File: config.mk
export PLATFORM = sky130hd
export DESIGN_NAME = scte_timer
export DESIGN_NICKNAME = d
export VERILOG_FILES = /design/src/core/scte_pkg.sv /design/src/core/scte_div12.sv /design/src/core/scte_sync_edge.sv /design/src/core/scte_timer.sv
export SDC_FILE = /design/constraint.sdc
export NUM_CORES = 1
export LEC_CHECK = 0
export BUFFER_PORTS_ARGS = -buffer_cell sky130_fd_sc_hd__buf_2
export CAP_MARGIN = 20
export CORE_AREA = 2 2 116 118
export CTS_CLUSTER_DIAMETER = 40
export DETAILED_ROUTE_END_ITERATION = 16
export DIE_AREA = 0 0 118 120
export GPL_TIMING_DRIVEN = 0
export PLACE_DENSITY_LB_ADDON = 0.05
export SLEW_MARGIN = 20
export SYNTH_ARGS = -nofsm -noshare
export SYNTH_HDL_FRONTEND = slang
export SYNTH_SLANG_ARGS = --single-unit
File: constraint.sdc
create_clock -name clk -period 6.29 [get_ports clk]
set_input_delay 1.258 -clock clk [delete_from_list [all_inputs] [get_ports clk]]
set_output_delay 1.258 -clock clk [all_outputs]
set_load 0.02 [all_outputs]
File: src/core/scte_pkg.sv
// Shared constants and types of the split capture timer
package scte_pkg;

  // Register offsets
  localparam logic [7:0] ADDR_MODE_EXT  = 8'h93;
  localparam logic [7:0] ADDR_CONTROL   = 8'hC8;
  localparam logic [7:0] ADDR_MODE      = 8'hC9;
  localparam logic [7:0] ADDR_RELOAD_LO = 8'hCA;
  localparam logic [7:0] ADDR_RELOAD_HI = 8'hCB;
  localparam logic [7:0] ADDR_COUNT_LO  = 8'hCC;
  localparam logic [7:0] ADDR_COUNT_HI  = 8'hCD;

  localparam logic [7:0]  REG_RESET = 8'h00;
  localparam logic [7:0]  BYTE_MAX  = 8'hFF;
  localparam logic [15:0] WORD_MAX  = 16'hFFFF;
  localparam logic [15:0] WORD_ZERO = 16'h0000;
  localparam logic [7:0]  BYTE_ONE  = 8'h01;
  localparam logic [15:0] WORD_ONE  = 16'h0001;

  // Control register fields
  localparam int CTRL_OVF  = 7;
  localparam int CTRL_EXT  = 6;
  localparam int CTRL_LOVF = 5;
  localparam int CTRL_LIE  = 4;
  localparam int CTRL_FEE  = 3;
  localparam int CTRL_RUN  = 2;
  localparam int CTRL_CT   = 1;
  localparam int CTRL_CPRL = 0;

  // Mode register fields
  localparam int MODE_SPL  = 7;
  localparam int MODE_B6   = 6;
  localparam int MODE_REE  = 5;
  localparam int MODE_X12  = 4;
  localparam int MODE_LRUN = 3;
  localparam int MODE_LAS  = 2;
  localparam int MODE_OE   = 1;
  localparam int MODE_MS0  = 0;

  // Extended mode register fields
  localparam int EXT_LCS   = 7;
  localparam int EXT_IGN   = 6;
  localparam int EXT_AS    = 5;
  localparam int EXT_CKS   = 4;
  localparam int EXT_MS1   = 3;
  localparam int EXT_CPS_H = 2;

  // Operating modes {mode_bit1, capture_reload_bit, mode_bit0}
  localparam logic [2:0] OPM_AR_EXT = 3'h0;
  localparam logic [2:0] OPM_AR     = 3'h1;
  localparam logic [2:0] OPM_CAP    = 3'h2;
  localparam logic [2:0] OPM_CAPZ   = 3'h3;
  localparam logic [2:0] OPM_PWM    = 3'h4;
  localparam logic [2:0] OPM_DUTY   = 3'h6;

  // Prescaler
  localparam logic [3:0] DIV_LAST = 4'hB;
  localparam logic [3:0] DIV_ZERO = 4'h0;
  localparam logic [3:0] DIV_ONE  = 4'h1;

  typedef enum logic [1:0] {
    DUTY_WAIT,
    DUTY_HIGH,
    DUTY_LOW
  } scte_duty_e;

endpackage

File: src/core/scte_div12.sv
// System clock divide-by-twelve tick
`timescale 1ns/10ps
module scte_div12 import scte_pkg::*; (
  // Clock and reset
  input  wire logic clk,
  input  wire logic rst_b,
  // Tick
  output wire logic tick
);

  typedef struct packed {
    logic [3:0] cnt;
    logic       tick;
  } scte_div_s;

  scte_div_s s;
  scte_div_s next_s;

  always_comb begin
    next_s      = s;
    next_s.tick = (s.cnt == DIV_LAST);
    if (s.cnt == DIV_LAST) begin
      next_s.cnt = DIV_ZERO;
    end else begin
      next_s.cnt = s.cnt + DIV_ONE;
    end
  end

  always_ff @(posedge clk) begin
    if (!rst_b) begin
      s <= '0;
    end else begin
      s <= next_s;
    end
  end

  assign tick = s.tick;

endmodule

File: src/core/scte_sync_edge.sv
// Two-stage synchroniser with edge detect
`timescale 1ns/10ps
module scte_sync_edge (
  // Clock and reset
  input  wire logic clk,
  input  wire logic rst_b,
  // Input level
  input  wire logic din,
  // Edge pulses
  output wire logic rise,
  output wire logic fall
);

  typedef struct packed {
    logic meta;
    logic sync;
    logic prev;
  } scte_sync_s;

  scte_sync_s s;
  scte_sync_s next_s;

  always_comb begin
    next_s      = s;
    next_s.meta = din;
    next_s.sync = s.meta;
    next_s.prev = s.sync;
  end

  always_ff @(posedge clk) begin
    if (!rst_b) begin
      s <= '0;
    end else begin
      s <= next_s;
    end
  end

  // Edges compare the two settled samples only
  assign rise = s.sync & ~s.prev;
  assign fall = ~s.sync & s.prev;

endmodule

File: src/core/scte_timer.sv
// Split capture timer: registers, counting, capture and flags
`timescale 1ns/10ps
// Functional notes
// - Overflow sets overflow_flag; only software clears it.
// - Enabled falling or rising trigger edge sets external_flag, in duty mode only the capture and stop edges; software clears.
// - In power-down with interrupt enabled, external_flag is a wake level.
// - Split mode low-byte overflow sets low_overflow_flag; software clears.
// - low_irq_enable gates low_overflow_flag onto the shared interrupt.
// - fall_edge_enable allows capture or reload on falling trigger edge.
// - Mode 0 still reports enabled trigger edges through external_flag.
// - Count only while run_bit set; split mode it governs high byte.
// - Counting clock chosen by {clock_select, x12_select, counter_select}.
// - Mode decoded from {mode_bit1, capture_reload_bit, mode_bit0}.
// - split_enable makes two independent 8-bit timers.
// - Mode bit 6 maps to low_x12 or ext_invert by access select.
// - Split low byte clock chosen by {low_clock_select, low_x12}.
// - ext_invert inverts trigger input before edge detection.
// - rise_edge_enable allows capture or reload and flag on rising edge.
// - Split low byte runs only while low_run_bit set.
// - low_auto_stop clears low_run_bit on high overflow in modes 0 and 1 or on capture.
// - Clock or PWM reaches clock_out_pin only with clock_out_enable.
// - overflow_irq_ignore suppresses overflow_flag interrupt.
// - Capture trigger chosen by a three-bit source selector.
// - Duty mode: wait first rise, capture second edge, stop on third.
// - Capture with auto-zero clears the count on capture; split mode the high byte only.
// - Split PWM: high overflow sets flag and loads compare from buffer.
// - Clock-out toggles output per overflow, in split mode per low-byte overflow, for 50% duty.
module scte_timer import scte_pkg::*; (
  // Clock and reset
  input  wire logic       clk,
  input  wire logic       rst_b,
  // Register port
  input  wire logic [7:0] sfr_addr,
  input  wire logic       sfr_wr,
  input  wire logic       sfr_rd,
  input  wire logic [7:0] sfr_wdata,
  output wire logic [7:0] sfr_rdata,
  // Pin and event inputs
  input  wire logic       count_pin,
  input  wire logic       trigger_pin,
  input  wire logic       slave_select_pin,
  input  wire logic       second_twowire_clock,
  input  wire logic       comp0_output,
  input  wire logic       comp2_output,
  input  wire logic       irq2_event,
  input  wire logic       irq3_event,
  input  wire logic       timer0_overflow,
  input  wire logic       comp2_event,
  input  wire logic       comp0_event,
  // Processor state
  input  wire logic       power_down,
  input  wire logic       irq_enable,
  // Outputs
  output wire logic       timer_irq,
  output wire logic       wake_req,
  output wire logic       clock_out_pin
);

  typedef struct packed {
    logic [7:0] ctrl;
    logic [7:0] mode;
    logic [7:0] mode_ext;
    logic       low_x12;
    logic       ext_invert;
    logic [7:0] reload_low;
    logic [7:0] reload_high;
    logic [7:0] count_low;
    logic [7:0] count_high;
    logic       toggle;
    logic       cko;
    logic [7:0] rdata;
    scte_duty_e duty;
  } scte_state_s;

  scte_state_s s;
  scte_state_s next_s;

  logic       div_tick, cnt_fall, trig_rise, trig_fall, trigger_input;
  logic       split, duty, run, hi_tick, lo_tick, ext_ev;
  logic       hi_step, lo_step, ovf16, hi_ovf, lo_ovf, ovf_any;
  logic       reload_mode, cap_mode, ext_hit, auto_stop;
  logic       duty_cap, duty_stop, duty_flag;
  logic [2:0] opm, hi_clk;
  logic [1:0] lo_clk;
  logic [3:0] lo_src;
  logic [7:0] hi_src, trig_src;

  scte_div12 u_div (
    .clk  (clk),
    .rst_b(rst_b),
    .tick (div_tick)
  );

  scte_sync_edge u_cnt_pin (
    .clk  (clk),
    .rst_b(rst_b),
    .din  (count_pin),
    .rise (),
    .fall (cnt_fall)
  );

  scte_sync_edge u_trig (
    .clk  (clk),
    .rst_b(rst_b),
    .din  (trigger_input),
    .rise (trig_rise),
    .fall (trig_fall)
  );

  assign opm    = {s.mode_ext[EXT_MS1], s.ctrl[CTRL_CPRL], s.mode[MODE_MS0]};
  assign split  = s.mode[MODE_SPL];
  assign duty   = (opm == OPM_DUTY) && !split;
  assign run    = s.ctrl[CTRL_RUN];
  assign hi_clk = {s.mode_ext[EXT_CKS], s.mode[MODE_X12], s.ctrl[CTRL_CT]};
  assign lo_clk = {s.mode_ext[EXT_LCS], s.low_x12};

  // Sources listed by their select code; unused codes never tick
  assign hi_src = {comp0_event, comp2_event, timer0_overflow, 1'b0,
                   split ? lo_ovf : irq2_event, 1'b1, cnt_fall,
                   div_tick};
  assign lo_src = {irq2_event, 1'b0, 1'b1, div_tick};
  assign hi_tick = hi_src[hi_clk];
  assign lo_tick = lo_src[lo_clk];

  // Source switching may show as one spurious edge
  assign trig_src = {second_twowire_clock, comp2_output, comp0_output,
                     1'b0, 1'b0, irq3_event, slave_select_pin,
                     trigger_pin};
  assign trigger_input = trig_src[s.mode_ext[EXT_CPS_H:0]] ^ s.ext_invert;
  assign ext_ev = (trig_fall & s.ctrl[CTRL_FEE])
                | (trig_rise & s.mode[MODE_REE]);

  assign hi_step = run && hi_tick && (!duty || s.duty != DUTY_WAIT);
  assign lo_step = split && opm != OPM_PWM && s.mode[MODE_LRUN]
                && lo_tick;
  assign ovf16   = !split && hi_step && {s.count_high, s.count_low} == WORD_MAX;
  assign hi_ovf  = split && hi_step && s.count_high == BYTE_MAX;
  assign lo_ovf  = lo_step && s.count_low == BYTE_MAX;
  assign ovf_any = ovf16 || hi_ovf;
  assign reload_mode = opm == OPM_AR_EXT || opm == OPM_AR || opm == OPM_PWM;
  assign cap_mode    = opm == OPM_CAP || opm == OPM_CAPZ;
  // Duty capture: first rise starts, falling edge captures, next rise stops
  assign duty_cap  = duty && run && s.duty == DUTY_HIGH && trig_fall;
  assign duty_stop = duty && run && s.duty == DUTY_LOW && trig_rise;
  assign duty_flag = (duty_cap && s.ctrl[CTRL_FEE])
                  || (duty_stop && s.mode[MODE_REE]);
  assign ext_hit   = duty ? duty_flag : ext_ev;
  assign auto_stop = s.mode[MODE_LAS]
                  && ((ovf_any && (opm == OPM_AR_EXT || opm == OPM_AR))
                   || (ext_ev && cap_mode));

  always_comb begin
    logic [15:0] cnt;
    logic [7:0]  wctrl;
    logic        wr_ctrl;
    cnt     = {s.count_high, s.count_low};
    wr_ctrl = sfr_wr && sfr_addr == ADDR_CONTROL;
    wctrl   = wr_ctrl ? sfr_wdata : s.ctrl;
    next_s  = s;

    // Counting
    if (!split) begin
      if (hi_step) begin
        cnt = (ovf16 && reload_mode) ? {s.reload_high, s.reload_low}
                                     : cnt + WORD_ONE;
      end
      if (opm == OPM_AR && ext_ev) begin
        cnt = {s.reload_high, s.reload_low};
      end
      if ((cap_mode && ext_ev) || duty_cap) begin
        next_s.reload_high = s.count_high;
        next_s.reload_low  = s.count_low;
        if (opm == OPM_CAPZ) begin
          cnt = WORD_ZERO;
        end
      end
    end else begin
      if (hi_step) begin
        cnt[15:8] = (hi_ovf && reload_mode) ? s.reload_high
                                            : s.count_high + BYTE_ONE;
      end
      if (lo_step) begin
        cnt[7:0] = lo_ovf ? s.reload_low : s.count_low + BYTE_ONE;
      end
      if (hi_ovf && opm == OPM_PWM) begin
        cnt[7:0] = s.reload_low;
      end
      if (opm == OPM_AR && ext_ev) begin
        cnt[15:8] = s.reload_high;
      end
      if (cap_mode && ext_ev) begin
        next_s.reload_high = s.count_high;
        if (opm == OPM_CAPZ) begin
          cnt[15:8] = WORD_ZERO[15:8];
        end
      end
    end
    next_s.count_high = cnt[15:8];
    next_s.count_low  = cnt[7:0];

    // Duty capture sequence
    if (!duty || !run) begin
      next_s.duty = DUTY_WAIT;
    end else begin
      case (s.duty)
        DUTY_WAIT: if (trig_rise) next_s.duty = DUTY_HIGH;
        DUTY_HIGH: if (trig_fall) next_s.duty = DUTY_LOW;
        DUTY_LOW:  if (trig_rise) next_s.duty = DUTY_WAIT;
        default:   next_s.duty = DUTY_WAIT;
      endcase
    end

    // Clock-out toggles once per overflow; in split mode once per low-byte overflow
    if ((!split && ovf16) || (split && lo_ovf)) begin
      next_s.toggle = ~s.toggle;
    end

    // Register writes; data registers override the count
    if (sfr_wr) begin
      case (sfr_addr)
        ADDR_MODE_EXT:  next_s.mode_ext    = sfr_wdata;
        ADDR_MODE: begin
          next_s.mode = sfr_wdata;
          if (s.mode_ext[EXT_AS]) begin
            next_s.ext_invert = sfr_wdata[MODE_B6];
          end else begin
            next_s.low_x12 = sfr_wdata[MODE_B6];
          end
        end
        ADDR_RELOAD_LO: next_s.reload_low  = sfr_wdata;
        ADDR_RELOAD_HI: next_s.reload_high = sfr_wdata;
        ADDR_COUNT_LO:  next_s.count_low   = sfr_wdata;
        ADDR_COUNT_HI:  next_s.count_high  = sfr_wdata;
        default: begin
        end
      endcase
    end

    // Flags: a hardware set wins over a software clear
    next_s.ctrl            = wctrl;
    next_s.ctrl[CTRL_OVF]  = wctrl[CTRL_OVF] | ovf_any;
    next_s.ctrl[CTRL_EXT]  = wctrl[CTRL_EXT] | ext_hit;
    next_s.ctrl[CTRL_LOVF] = wctrl[CTRL_LOVF] | lo_ovf;
    if (duty_stop) begin
      next_s.ctrl[CTRL_RUN] = 1'b0;
    end
    if (auto_stop) begin
      next_s.mode[MODE_LRUN] = 1'b0;
    end

    // PWM is high while the period count is below the compare byte
    if (!next_s.mode[MODE_OE]) begin
      next_s.cko = 1'b0;
    end else if (split && opm == OPM_PWM) begin
      next_s.cko = next_s.count_high < next_s.count_low;
    end else begin
      next_s.cko = next_s.toggle;
    end

    // Read data is registered; unmapped reads return zero
    if (sfr_rd) begin
      case (sfr_addr)
        ADDR_MODE_EXT:  next_s.rdata = s.mode_ext;
        ADDR_CONTROL:   next_s.rdata = s.ctrl;
        ADDR_MODE:      next_s.rdata = {s.mode[MODE_SPL],
                          s.mode_ext[EXT_AS] ? s.ext_invert : s.low_x12,
                          s.mode[MODE_REE:0]};
        ADDR_RELOAD_LO: next_s.rdata = s.reload_low;
        ADDR_RELOAD_HI: next_s.rdata = s.reload_high;
        ADDR_COUNT_LO:  next_s.rdata = s.count_low;
        ADDR_COUNT_HI:  next_s.rdata = s.count_high;
        default:        next_s.rdata = REG_RESET;
      endcase
    end
  end

  always_ff @(posedge clk) begin
    if (!rst_b) begin
      s <= '0;
    end else begin
      s <= next_s;
    end
  end

  assign sfr_rdata     = s.rdata;
  assign clock_out_pin = s.cko;
  assign timer_irq     = (s.ctrl[CTRL_OVF] & ~s.mode_ext[EXT_IGN])
                       | s.ctrl[CTRL_EXT]
                       | (s.ctrl[CTRL_LOVF] & s.ctrl[CTRL_LIE]);
  assign wake_req      = power_down & irq_enable & s.ctrl[CTRL_EXT];
endmodule

==> results of run 1 <==
==> registers in the layout (all words and copies together), names as in the netlist <==
name              cells
u_div.s               4
lo_clk                2
run                   1
u_cnt_pin.s           1
clock_out_pin         1
u_trig.s              1
u_div.tick            1
s                    51
sfr_rdata             8
opm                   3
u_trig.next_s         2
u_cnt_pin.next_s      2
hi_clk                3
==> per-layer routing <==
metal  GRT usage, %  up-vias
met1          42.45     2996
met2          51.82      396
met4          20.93        0
met3          7.985       88
met5              0        -
li1               -     2829
==> power by group <==
group	internal [uW]	total (uW)	switching (uW)	leakage [uW]
Sequential	510	513	2.88	0.000646
Clock	356	575	219	0.000155
Combinational	18.0	59.3	41.3	0.00153
==> cells in the mapped netlist, types with 15 or more instances <==
cell,instances
dfxtp_1,80
nor2_1,76
nand2_1,67
a21oi_1,50
clkbuf_1,42
mux2i_1,32
o21ai_0,29
nand3_1,25
a211oi_1,23
nor3_1,17
and2_1,16
a22oi_1,15
inv_1,15
==> critical path: stages <==
cell and delay (ps):
buf_2 80, mux2i_1 50, o211ai_1 410, nand2_1 220, clkbuf_1 320, nor2_1 370
buf_2 300, o21ai_0 110, o21a_1 220, a31oi_1 240, ha_1 310, a21o_1 160
a21oi_1 120, o21ai_0 130, a211oi_1 230, nand2_1 90, o31ai_2 230
==> area by class of cell <==
class / instances / area (um^2)
well taps: 176 / 220.2
multi-input cells: 562 / 3672
flip-flops and latches: 80 / 1602
clock buffers: 10 / 239.0
clock inverters: 5 / 81.33
inverters: 17 / 63.81
plain buffers: 68 / 312.8
fillers: 1381 / 6609
repair buffers: 36 / 180.2
==> worst paths after layout <==
| path | from | to | cells past startpoint |
|---|---|---|---|
| min reg2reg | u_cnt_pin.next_s[1] | u_cnt_pin.next_s[0] | 1 |
| min | u_cnt_pin.next_s[1] | u_cnt_pin.next_s[0] | 1 |
| max reg2reg | s[21] | clock_out_pin | 17 |
| max | comp0_event | clock_out_pin | 17 |
==> through the flow <==
step	setup slack [ps]	area, um^2	instances	util, %
floorplan	2221	5650	727	-
global placement	1445	6051	939	46.62
detailed placement	1461	6051	939	46.62
CTS	1810	6371	954	49.08
global route	1440	6371	954	49.08
finish	1704	6371	954	49.08
==> cell families (layout without fill, tap and decap cells) <==
family / count (synthesis) / after routing
AOI/OAI and AO/OA: 230 / 230
muxes: 46 / 46
adders and majority gates: 10 / 10
DFF: 80 / 80
buffers and inverters: 85 / 136
xor gates and xnor gates: 9 / 9
and+or+nand+nor: 267 / 267
==> flow_summary.yaml, run 1 <==
outcome:
  status: "complete, no violations"
synthesis:
  synth_top_flop_cell: "dfxtp_1"
  async_flop_share_pct: 0
  synth_top_family_by_area: "compound AO/OA/AOI/OAI gates"
  synth_compound_area_share_pct: 29.25
  synthAdderAreaFrac_pct: 2.214
  synth_nets: 770
  synth_area_leader_cell: "dfxtp_1"
  synthesis.area_mm2: 0.005650
  syn_area_per_cell_um2: 7.772
  ys_warn_count: 0
  synth_top_area_share_pct: 28.34
  synthCells: 727
  synth-xor-area-share_pct: 1.395
  ys_ff_latch: 80
  synth_edf_count: 0
  synthMuxAreaShare_pct: 8.459
  yosys.area_share.simple_pct: 23.67
  synthTopCellsByArea: "dfxtp_1, mux2i_1, nor2_1"
  synth_cell_type_count: 78
  ys_seq_area_share_pct: 28.34
pwr:
  power_leakage_uw: 0.002328
  power_density_mw_per_mm2: 180.1
  vdd_drop_max_mv: 0.1707
  p_total_uw: 1148
finish:
  syn2layout_area_growth_pct: 12.75
  layout_commonest_cell: "dfxtp_1"
  nets: 817
  drive_gt1_share_pct: 14.78
  most-common-layout-cells: "dfxtp_1, nor2_1, nand2_1"
  diodes: 0
clock_network:
  cts-htree-levels: 3
  cts_made_buffers: 9
  cts_hold_buf: 0
  clk_latency_ps: 340
  tritoncts: "yes"
  cts_resized: 0
  clkTransAtPathRegs_ps: 60
  post_cts_buffers: 0
  cts_buffer_depth: 2
  numClockSinks: 80
  root_buffer: "clkbuf_16"
drt:
  drc: 0
  wirelength_um: 23800
  drtPass1Iterations: 8
  wl_met3_um: 2357
  vias: 6309
  wl_per_cell_um: 24.95
  drtIter0Drc: 872
  wl_met1_um: 9605
  highest_layer: "met4"
  dr_wl_met2_um: 10290
  ant_nets: 0
  via_per_inst: 6.613
timing:
  setup-tns-final_ps: 0
  drv_slew: 0
  whs_ps: 433.2
  fin_crit_sh_pct: 72.91
  hold_viol_final: 0
  relSlewSlack_pct: 28.14
  fin_crit_ps: 4586
  setup_viol: 0
  fin_worst_skew_ps: 6.319
  fmax_mhz: 218.1
  worstMarginPinSlew_ps: 1069
  rsz0062_at_grt: "false"
placed_design:
  hpwl_um: 17600
  io_buffers: 36
  gp_congestion: 0.9737
floorplanning:
  fp.dieW_um: 118
  dieArea_mm2: 0.01416
  start_util_pct: 43.53
  die_h_um: 120
  rows: 42
  ios: 44
  core_mm2: 0.01298
critical_path:
  path_max_fanout: 10
  arrival_ps: 4850
  endpoint_kind: "flip-flop"
  start_kind: "input pin"
  critical_path_class: "input pin to flip-flop"
  required_ps: 6550
  rrSetupSlack_ps: 1870
grt:
  grt_start_max_net_pins: 14
  antenna_found_initial: 0
  grt_pass1_vias: 6105
  grt_overflow: 0
  grtUsageTotal_pct: 33.64
  grt_first_pass_wirelength_um: 35900
hold_path:
  min_path_type: "flip-flop to flip-flop"
run:
  maxCapViolCount: 0
(Power assumes the default switching activity.)
==> inputs of run 2 (changes only) <==
clock period = 4.1 ns   (was 6.29 ns; I/O delays follow)
==> flow_summary.yaml, run 2 (synthesized netlist as in run 1, its figures left out) <==
outcome:
  status: "complete, no violations"
pwr:
  vdd_drop_max_mv: 0.2640
  p_total_uw: 1765
  power_leakage_uw: 0.002405
  power_density_mw_per_mm2: 268.8
clock_network:
  cts-htree-levels: 3
  clkTransAtPathRegs_ps: 60
  cts_buffer_depth: 2
  cts_hold_buf: 0
  tritoncts: "yes"
  numClockSinks: 80
  clk_latency_ps: 340
  root_buffer: "clkbuf_16"
  cts_made_buffers: 9
grt:
  grt_first_pass_wirelength_um: 35970
  grt_pass1_vias: 6124
  grt_overflow: 0
  antenna_found_initial: 0
  grtUsageTotal_pct: 33.66
  grt_start_max_net_pins: 14
timing:
  fin_worst_skew_ps: 5.500
  setup_viol: 0
  fin_crit_ps: 3938
  fin_crit_sh_pct: 96.04
  worst_slack_ps: 162.3
  fmax_mhz: 254.0
  whs_ps: 433.6
  relSlewSlack_pct: 28.44
  worstMarginPinSlew_ps: 1065
  drv_slew: 0
  hold_viol_final: 0
critical_path:
  rrSetupSlack_ps: 160
  endpoint_kind: "flip-flop"
  cp-endpoint: "clock_out_pin"
  start_kind: "flip-flop"
  arrival_ps: 4200
  required_ps: 4360
  rr_worst_depth: 15
  r2r_end: "clock_out_pin"
  crit_path_start: "s[12]"
  critical_path_class: "flip-flop to flip-flop"
  reg2reg_from: "s[12]"
  path_max_fanout: 9
finish:
  utilization_pct: 50.57
  regMostFlops: "s"
  syn2layout_area_growth_pct: 16.16
  layout_commonest_cell: "nor2_1"
  nets: 820
  diodes: 0
  most-common-layout-cells: "nor2_1, dfxtp_1, nand2_1"
  fillers: 1360
  drive_gt1_share_pct: 19.08
  largest_reg_flops: 51
run:
  maxCapViolCount: 0
floorplanning:
  start_util_pct: 43.53
  rows: 42
  ios: 44
  core_mm2: 0.01298
  dieArea_mm2: 0.01416
  fp.dieW_um: 118
  die_h_um: 120
drt:
  drtIter0Drc: 816
  wirelength_um: 24070
  drtPass1Iterations: 8
  vias: 6342
  wl_per_cell_um: 25.15
  ant_nets: 0
  drc: 0
  via_per_inst: 6.627
placed_design:
  dp_worst_setup_slack_ps: -290.9
  io_buffers: 36
  gp_congestion: 0.9737
  hpwl_um: 17600
hold_path:
  min_path_type: "flip-flop to flip-flop"
[run 2: stage by stage]
step | cell area, um^2 | instances | setup TNS (ps)
CTS | 6389 | 954 | 0
floorplan | 5650 | 727 | 0
detailed placement | 6051 | 939 | -290.9
global placement | 6051 | 939 | -306.6
finish | 6564 | 957 | 0
global route | 6564 | 957 | -47.16
[run 2: timing repair]
item                       4_1_cts  5_1_grt
pin swaps                        2        5
gates resized for setup          7       36
cloned                           0        1
setup buffers                    1        4
setup endpoints to repair        1        1
hold endpoints to repair         0        0
[run 2: final cells by class]
class / count / area [um^2] / share of cell area, %
plain buffers: 65 / 315.3 / 4.804
repair buffers: 41 / 217.7 / 3.317
well taps: 176 / 220.2 / 3.355
multi-input cells: 563 / 3816 / 58.14
flip-flops and latches: 80 / 1610 / 24.53
inverters: 17 / 63.81 / 0.9722
clock inverters: 5 / 81.33 / 1.239
clock buffers: 10 / 239.0 / 3.641
[run 2: critical path: stages (launching register included)]
cell	delay [ps]
dfxtp_2	440
ha_2	260
and4_1	310
and3_2	320
nand3_1	240
o31a_1	380
a21boi_1	160
a221oi_2	270
a31oi_2	170
ha_1	340
a21o_1	160
a21oi_1	120
o21ai_0	130
a211oi_1	230
nand2_1	90
o31ai_2	230
[run 2: per-layer routing]
metal / track usage (%) / up-vias / share of wire, %
li1: - / 2840 / -
met1: 42.57 / 3017 / 41
met2: 51.85 / 382 / 43
met3: 7.842 / 103 / 9.7
met5: 0 / - / 0
met4: 20.93 / 0 / 6.4
[run 2: where the power goes]
part	internal, uW	leakage, uW	switching, uW	total, uW
clock network	547	0.000155	339	886
registers	783	0.000649	4.51	787
logic	27.8	0.00160	63.4	91.2
[run 2: how the worst min path moves through the flow]
| stage | from | to | slack [ps] | depth (start not counted) |
|---|---|---|---|---|
| global route | u_trig.next_s[1] | u_trig.next_s[0] | 460 | 1 |
| global placement | u_cnt_pin.next_s[1] | u_cnt_pin.next_s[0] | 410 | 1 |
| CTS | u_cnt_pin.next_s[1] | u_cnt_pin.next_s[0] | 440 | 1 |
| detailed placement | u_cnt_pin.next_s[1] | u_cnt_pin.next_s[0] | 420 | 1 |
| floorplan | u_cnt_pin.next_s[1] | u_cnt_pin.next_s[0] | 410 | 1 |
| finish | u_cnt_pin.next_s[1] | u_cnt_pin.next_s[0] | 430 | 1 |
